### src/hw/fbbs_pkg.sv
package fbbs_pkg;
	// Operation selector
	typedef enum logic [3:0] {
		OP_NONE,
		OP_BRANCH_HALF_CARRY_SET,
		OP_BRANCH_HALF_CARRY_CLEAR,
		OP_BRANCH_TRANSFER_FLAG_SET,
		OP_BRANCH_TRANSFER_FLAG_CLEAR,
		OP_BRANCH_OVERFLOW_SET,
		OP_BRANCH_OVERFLOW_CLEAR,
		OP_BRANCH_IRQ_ENABLED,
		OP_BRANCH_IRQ_DISABLED,
		OP_IO_BIT_SET,
		OP_IO_BIT_CLEAR,
		OP_LOGICAL_LEFT_SHIFT,
		OP_LOGICAL_RIGHT_SHIFT
	} fbbs_op_e;

	// Status register bit layout
	typedef struct packed {
		logic irq_en;
		logic transfer;
		logic half_carry;
		logic sign;
		logic overflow;
		logic negative;
		logic zero;
		logic carry;
	} fbbs_flags_s;

	// Decoded instruction
	typedef struct packed {
		fbbs_op_e   op;
		logic [6:0] offset;
		logic [4:0] io_addr;
		logic [2:0] bit_sel;
		logic [7:0] rd_val;
	} fbbs_instr_s;

	localparam int          PC_W       = 16;
	localparam logic [15:0] PC_ONE     = 16'h0001;
	localparam logic [15:0] PC_RESET   = 16'h0000;
	localparam logic [7:0]  BYTE_ZERO  = 8'h00;
	localparam logic [7:0]  FLAGS_RST  = 8'h00;
	localparam int          MSB        = 7;
endpackage

### src/hw/fbbs_exec.sv
// Summary of operation
// - Half-carry set: branch to pc+offset+1 when H is 1, flags kept, one or two cycles.
// - Half-carry clear: branch to pc+offset+1 when H is 0, flags kept.
// - Transfer set: branch when T is 1, else sequential, flags kept.
// - Transfer clear: branch when T is 0, else sequential, flags kept.
// - Overflow set: branch when V is 1, flags kept.
// - Overflow clear: branch when V is 0, flags kept.
// - Interrupts enabled: branch when I is 1, flags kept, one or two cycles.
// - Interrupts disabled: branch when I is 0, flags kept, one or two cycles.
// - I/O bit set: force selected bit to 1, others and flags kept, two cycles.
// - I/O bit clear: force selected bit to 0, flags kept, two cycles.
// - Left shift: bits move up, bit zero gets 0, Z C N V S updated, one cycle.
// - Right shift: bits move down, bit seven gets 0, Z C N V S updated, one cycle.
module fbbs_exec
	import fbbs_pkg::*;
(
	// Clock and reset
	input  wire logic        clk_sys_i,
	input  wire logic        rst_i,
	// Instruction issue
	input  wire logic        instr_valid_i,
	input  fbbs_instr_s      instr_i,
	input  wire logic [15:0] pc_i,
	input  fbbs_flags_s      flags_i,
	// I/O space read data for the addressed register
	input  wire logic [7:0]  io_rdata_i,
	// Core status
	output logic             busy_o,
	output logic             done_o,
	// Program counter update
	output logic             pc_we_o,
	output logic [15:0]      pc_o,
	// Flag update
	output logic             flags_we_o,
	output fbbs_flags_s      flags_o,
	// Register file write
	output logic             rd_we_o,
	output logic [7:0]       rd_wdata_o,
	// I/O space access
	output logic             io_re_o,
	output logic             io_we_o,
	output logic [4:0]       io_addr_o,
	output logic [7:0]       io_wdata_o
);
	typedef enum logic [1:0] {ST_IDLE, ST_BRANCH, ST_IO} fbbs_state_e;

	fbbs_state_e state_r, state_nxt;
	logic        busy_r, busy_nxt;
	logic        done_r, done_nxt;
	logic        pc_we_r, pc_we_nxt;
	logic [15:0] pc_r, pc_nxt;
	logic        flags_we_r, flags_we_nxt;
	fbbs_flags_s flags_r, flags_nxt;
	logic        rd_we_r, rd_we_nxt;
	logic [7:0]  rd_wdata_r, rd_wdata_nxt;
	logic        io_re_r, io_re_nxt;
	logic        io_we_r, io_we_nxt;
	logic [4:0]  io_addr_r, io_addr_nxt;
	logic [7:0]  io_wdata_r, io_wdata_nxt;
	logic        io_set_r, io_set_nxt;
	logic [2:0]  bit_r, bit_nxt;

	logic        is_branch;
	logic        cond;
	logic [15:0] target;
	logic [7:0]  shifted;
	logic        shift_out;
	logic        shift_zero;
	logic        shift_neg;
	logic        shift_ovf;

	// Branch condition and shift datapath
	always_comb begin
		is_branch = 1'b1;
		cond      = 1'b0;
		unique case (instr_i.op)
			OP_BRANCH_HALF_CARRY_SET:      cond = flags_i.half_carry;
			OP_BRANCH_HALF_CARRY_CLEAR:    cond = !flags_i.half_carry;
			OP_BRANCH_TRANSFER_FLAG_SET:   cond = flags_i.transfer;
			OP_BRANCH_TRANSFER_FLAG_CLEAR: cond = !flags_i.transfer;
			OP_BRANCH_OVERFLOW_SET:        cond = flags_i.overflow;
			OP_BRANCH_OVERFLOW_CLEAR:      cond = !flags_i.overflow;
			OP_BRANCH_IRQ_ENABLED:         cond = flags_i.irq_en;
			OP_BRANCH_IRQ_DISABLED:        cond = !flags_i.irq_en;
			default:                       is_branch = 1'b0;
		endcase
		// Sign-extended offset plus one
		target = pc_i + {{(PC_W - $bits(instr_i.offset)){instr_i.offset[$bits(instr_i.offset) - 1]}},
			instr_i.offset} + PC_ONE;
		if (instr_i.op == OP_LOGICAL_LEFT_SHIFT) begin
			shifted   = {instr_i.rd_val[MSB-1:0], 1'b0};
			shift_out = instr_i.rd_val[MSB];
		end else begin
			shifted   = {1'b0, instr_i.rd_val[MSB:1]};
			shift_out = instr_i.rd_val[0];
		end
		// Flag results shared by both shifts
		shift_zero = (shifted == BYTE_ZERO);
		shift_neg  = shifted[MSB];
		shift_ovf  = shift_neg ^ shift_out;
	end

	// Next state and output strobes
	always_comb begin
		state_nxt    = state_r;
		busy_nxt     = 1'b0;
		done_nxt     = 1'b0;
		pc_we_nxt    = 1'b0;
		pc_nxt       = pc_r;
		flags_we_nxt = 1'b0;
		flags_nxt    = flags_r;
		rd_we_nxt    = 1'b0;
		rd_wdata_nxt = rd_wdata_r;
		io_re_nxt    = 1'b0;
		io_we_nxt    = 1'b0;
		io_addr_nxt  = io_addr_r;
		io_wdata_nxt = io_wdata_r;
		io_set_nxt   = io_set_r;
		bit_nxt      = bit_r;
		unique case (state_r)
			ST_IDLE: begin
				if (instr_valid_i) begin
					if (is_branch) begin
						if (cond) begin
							// Taken: extra cycle for the PC load
							state_nxt = ST_BRANCH;
							busy_nxt  = 1'b1;
							pc_nxt    = target;
						end else begin
							done_nxt = 1'b1;
						end
					end else if (instr_i.op == OP_IO_BIT_SET ||
						instr_i.op == OP_IO_BIT_CLEAR) begin
						// Read cycle, then modify-write cycle
						state_nxt   = ST_IO;
						busy_nxt    = 1'b1;
						io_re_nxt   = 1'b1;
						io_addr_nxt = instr_i.io_addr;
						io_set_nxt  = (instr_i.op == OP_IO_BIT_SET);
						bit_nxt     = instr_i.bit_sel;
					end else if (instr_i.op == OP_LOGICAL_LEFT_SHIFT ||
						instr_i.op == OP_LOGICAL_RIGHT_SHIFT) begin
						done_nxt             = 1'b1;
						rd_we_nxt            = 1'b1;
						rd_wdata_nxt         = shifted;
						flags_we_nxt         = 1'b1;
						flags_nxt            = flags_i;
						flags_nxt.carry      = shift_out;
						flags_nxt.zero       = shift_zero;
						flags_nxt.negative   = shift_neg;
						flags_nxt.overflow   = shift_ovf;
						flags_nxt.sign       = shift_neg ^ shift_ovf;
					end
				end
			end
			ST_BRANCH: begin
				// Second cycle: load the new PC
				state_nxt = ST_IDLE;
				pc_we_nxt = 1'b1;
				done_nxt  = 1'b1;
			end
			ST_IO: begin
				state_nxt    = ST_IDLE;
				io_we_nxt    = 1'b1;
				done_nxt     = 1'b1;
				// Merge the forced bit into the read data
				io_wdata_nxt = io_rdata_i;
				io_wdata_nxt[bit_r] = io_set_r;
			end
			default: state_nxt = ST_IDLE;
		endcase
	end

	// State and output registers
	always_ff @(posedge clk_sys_i) begin
		if (rst_i) begin
			state_r    <= ST_IDLE;
			busy_r     <= 1'b0;
			done_r     <= 1'b0;
			pc_we_r    <= 1'b0;
			pc_r       <= PC_RESET;
			flags_we_r <= 1'b0;
			flags_r    <= FLAGS_RST;
			rd_we_r    <= 1'b0;
			rd_wdata_r <= BYTE_ZERO;
			io_re_r    <= 1'b0;
			io_we_r    <= 1'b0;
			io_addr_r  <= '0;
			io_wdata_r <= BYTE_ZERO;
			io_set_r   <= 1'b0;
			bit_r      <= '0;
		end else begin
			state_r    <= state_nxt;
			busy_r     <= busy_nxt;
			done_r     <= done_nxt;
			pc_we_r    <= pc_we_nxt;
			pc_r       <= pc_nxt;
			flags_we_r <= flags_we_nxt;
			flags_r    <= flags_nxt;
			rd_we_r    <= rd_we_nxt;
			rd_wdata_r <= rd_wdata_nxt;
			io_re_r    <= io_re_nxt;
			io_we_r    <= io_we_nxt;
			io_addr_r  <= io_addr_nxt;
			io_wdata_r <= io_wdata_nxt;
			io_set_r   <= io_set_nxt;
			bit_r      <= bit_nxt;
		end
	end

	// Outputs taken straight from the registers
	assign busy_o     = busy_r;
	assign done_o     = done_r;
	assign pc_we_o    = pc_we_r;
	assign pc_o       = pc_r;
	assign flags_we_o = flags_we_r;
	assign flags_o    = flags_r;
	assign rd_we_o    = rd_we_r;
	assign rd_wdata_o = rd_wdata_r;
	assign io_re_o    = io_re_r;
	assign io_we_o    = io_we_r;
	assign io_addr_o  = io_addr_r;
	assign io_wdata_o = io_wdata_r;
endmodule

### config.mk
export PLATFORM = sky130hd
export DESIGN_NAME = fbbs_exec
export DESIGN_NICKNAME = d
export VERILOG_FILES = /design/src/hw/fbbs_pkg.sv /design/src/hw/fbbs_exec.sv
export SDC_FILE = /design/constraint.sdc
export NUM_CORES = 1
export LEC_CHECK = 0
export ABC_AREA = 1
export BUFFER_PORTS_ARGS = -buffer_cell sky130_fd_sc_hd__clkbuf_2
export CORE_MARGIN = 5
export CORE_UTILIZATION = 45
export DETAILED_ROUTE_END_ITERATION = 8
export PLACE_DENSITY = 0.71
export SYNTH_ARGS = -nofsm -noshare
export SYNTH_HDL_FRONTEND = slang
export SYNTH_SLANG_ARGS = --single-unit
### constraint.sdc
create_clock -name clk_sys_i -period 3.4 [get_ports clk_sys_i]
set_input_delay 0.34 -clock clk_sys_i [delete_from_list [all_inputs] [get_ports clk_sys_i]]
set_output_delay 0.34 -clock clk_sys_i [all_outputs]
set_load 0.02 [all_outputs]
==> flow_metrics.py <==
metrics = {
    "logic_synthesis": {
        "ys_warn_count": 0,
        "syn_nets": 602,
        "synth_cell_types": 36,
        "synth_seq_cells": 55,
        "synthCells": 520,
        "yosysSeqAreaShare_pct": 32.4,
        "avgSynthCellArea_um2": 6.54,
        "netlist_area_mm2": 0.00340,
    },
    "global_route": {
        "overflow": 0,
        "grt_use_total_pct": 17.9,
        "grt_pass1_wl_mm": 14.6,
        "antenna_found_initial": 0,
        "grt_pass1_vias": 3294,
        "grt_max_degree": 30,
    },
    "sta": {
        "rsz0062_at_grt": "false",
        "hold_viol": 0,
        "setup_viol": 0,
        "slew_headroom_pct": 43.6,
        "fin_hold_ws_ns": 0.291,
        "final.setup_skew_ns": 0.00577,
        "tightest_slew_ns": 0.845,
        "fin_crit_ns": 2.00,
        "fin_ws_ns": 1.40,
        "timing.final.crit_share_pct": 58.9,
        "finalSetupTns_ns": 0,
        "max_freq_mhz": 499,
        "timing.final.max_slew_violations": 0,
    },
    "cells_and_area": {
        "num-nets-final": 704,
        "layout.cells.non_filler": 722,
        "diodes": 0,
        "fillerInstances": 774,
        "syn_to_final_growth_pct": 19.7,
        "fin_util_pct": 55.8,
        "drive_gt1_share_pct": 22.6,
        "design_area_mm2": 0.00407,
    },
    "setup_path": {
        "end_kind": "flop",
        "worstPathRequired_ns": 3.58,
        "path_max_fanout": 17,
        "worstPathArrival_ns": 2.18,
        "start_kind": "flop",
        "crit_type": "reg -> reg",
    },
    "power_and_ir_drop": {
        "p_leak_nw": 2.18,
        "p_switching_uw": 494,
        "switching_share_pct": 34.0,
        "irDropWorstVdd_v": 0.000192,
        "p_per_area_mw_per_mm2": 357,
        "p_comb_share_pct": 26.3,
        "internal-power_uw": 958,
        "finalPower_mw": 1.45,
        "clkPwrFrac_pct": 26.3,
        "power.share.sequential_pct": 47.5,
    },
    "clocking": {
        "cts_buffer_depth": 2,
        "cts_resized": 0,
        "hold_buffers": 0,
        "root_buffer": "clkbuf_8",
        "post-cts-setup-buffers": 0,
        "htreeDepth": 2,
        "cts_made_buffers": 5,
        "clkSinkCount": 55,
        "clkLatencyLatePin_ns": 0.31,
        "cts_tree": "done",
        "clk_pin_slew_ns": 0.11,
    },
    "detailed_routing": {
        "drcViolationCount": 0,
        "detail-route-antenna-nets": 0,
        "finalWirelength_mm": 8.43,
        "via_per_inst": 4.81,
        "via_count": 3473,
        "firstDrtPassIters": 4,
        "drt_iter0_drc": 142,
        "post_drt_wl_per_cell_um": 11.7,
    },
    "floorplanning": {
        "die-area_mm2": 0.00939,
        "die_w_um": 96.9,
        "core_area_mm2": 0.00729,
        "rows": 31,
        "io_pins": 114,
        "start_util_pct": 46.6,
        "die_h_um": 96.9,
    },
    "place": {
        "gp_congestion": 0.847,
        "port-buffer-count": 109,
        "place_inst": 714,
        "dp.final_hpwl_mm": 6.68,
        "dpl_cell_area_mm2": 0.00398,
        "dp_slack_ns": 1.40,
    },
    "status": {
        "outcome": "finished clean",
    },
    "run": {
        "cap_violations": 0,
    },
    "hold_path": {
        "min_path_type": "in -> reg",
    },
}
==> power groups by stage <==
stage	sequential [mW]	clock, mW	combinational, mW
final	0.690	0.382	0.382
after global placement	0.703	0	0.374
after detailed placement	0.704	0	0.380
after global routing	0.693	0.414	0.436
after floorplan	0.733	0	0.237
after CTS	0.689	0.390	0.383
==> synth_stat cells (all sizes together) <==
| cell | number | area [µm²] |
|---|---|---|
| nand2 | 158 | 611 |
| inv | 79 | 297 |
| a21oi | 55 | 294 |
| dfxtp | 55 | 1100 |
| nor2 | 52 | 223 |
| o21ai | 29 | 160 |
| nand3 | 27 | 145 |
| ha | 19 | 238 |
| nor3 | 12 | 65.1 |
| buf | 9 | 72.6 |
| xor2 | 6 | 52.6 |
| clkbuf | 5 | 18.8 |
| a211oi | 3 | 27.5 |
| nand3b | 2 | 15.0 |
| nand4 | 2 | 12.5 |
| o211ai | 2 | 15.0 |
| xnor2 | 2 | 17.5 |
| fa | 1 | 20.0 |
| o21a | 1 | 7.51 |
| or2 | 1 | 6.26 |
==> worst paths after layout <==
kind	slack, ns	depth (start not counted)	to	startpoint
min reg2reg	0.45	2	io_addr_o[3]	io_addr_o[3]
min	0.29	3	flags_o[6]	flags_i[6]
max	1.40	7	bit_r[2]	state_r[0]
max reg2reg	1.40	7	bit_r[2]	state_r[0]
==> per-layer routing <==
metal  wire length, µm  vias to the layer above  global-route usage (%)
met5                 0                        -                       0
met1              3780                     1533                    21.7
li1                  -                     1840                       -
met4               148                        0                    5.18
met3               479                       11                    4.10
met2              4020                       89                    31.6
==> critical path, stage by stage, from the launching register on <==
cell	delay (ns)
dfxtp_1	0.36
inv_1	0.09
ha_1	0.18
nand2_1	0.08
inv_1	0.19
nand4_1	0.53
o21ai_0	0.36
a21oi_1	0.07
==> placed cells by master (no fill, tap or decap), drive strengths merged, types with 2 or more instances in the layout <==
master	Yosys	routed
a21oi	55	55
o21ai	29	29
nand3b	2	2
clkbuf	5	114
ha	19	19
clkinv	0	2
a211oi	3	3
xor2	6	6
xnor2	2	2
nor3	12	12
nor2	52	52
o211ai	2	2
inv	79	80
dfxtp	55	55
nand2	158	158
nand4	2	2
nand3	27	27
==> flip-flops by register name, summed over array words and instances, names as in the netlist, 2 cells and up <==
name and count:
pc_o 16, io_wdata_o 8, io_addr_o 5, flags_o 7, state_r 2, rd_wdata_o 7
bit_r 3
==> final cells by class <==
cell class / instances / area, µm² / share of cell area (%)
clock buffers: 5 / 68.8 / 1.69
clock inverters: 3 / 22.5 / 0.554
inverters: 79 / 297 / 7.29
multi-input cells: 372 / 1910 / 46.9
flip-flops and latches: 55 / 1100 / 27.1
well taps: 99 / 124 / 3.05
repair buffers: 109 / 546 / 13.4
==> cell families after synthesis <==
family	Yosys count	share of synthesized area, %
adders and majority gates	20	7.58
xor gates and xnor gates	8	2.06
buffers and inverters	93	11.4
AOI/OAI and AO/OA	90	14.8
and+or+nand+nor	254	31.7
DFF	55	32.4
No activity file was read; power rests on OpenSTA's default activity.
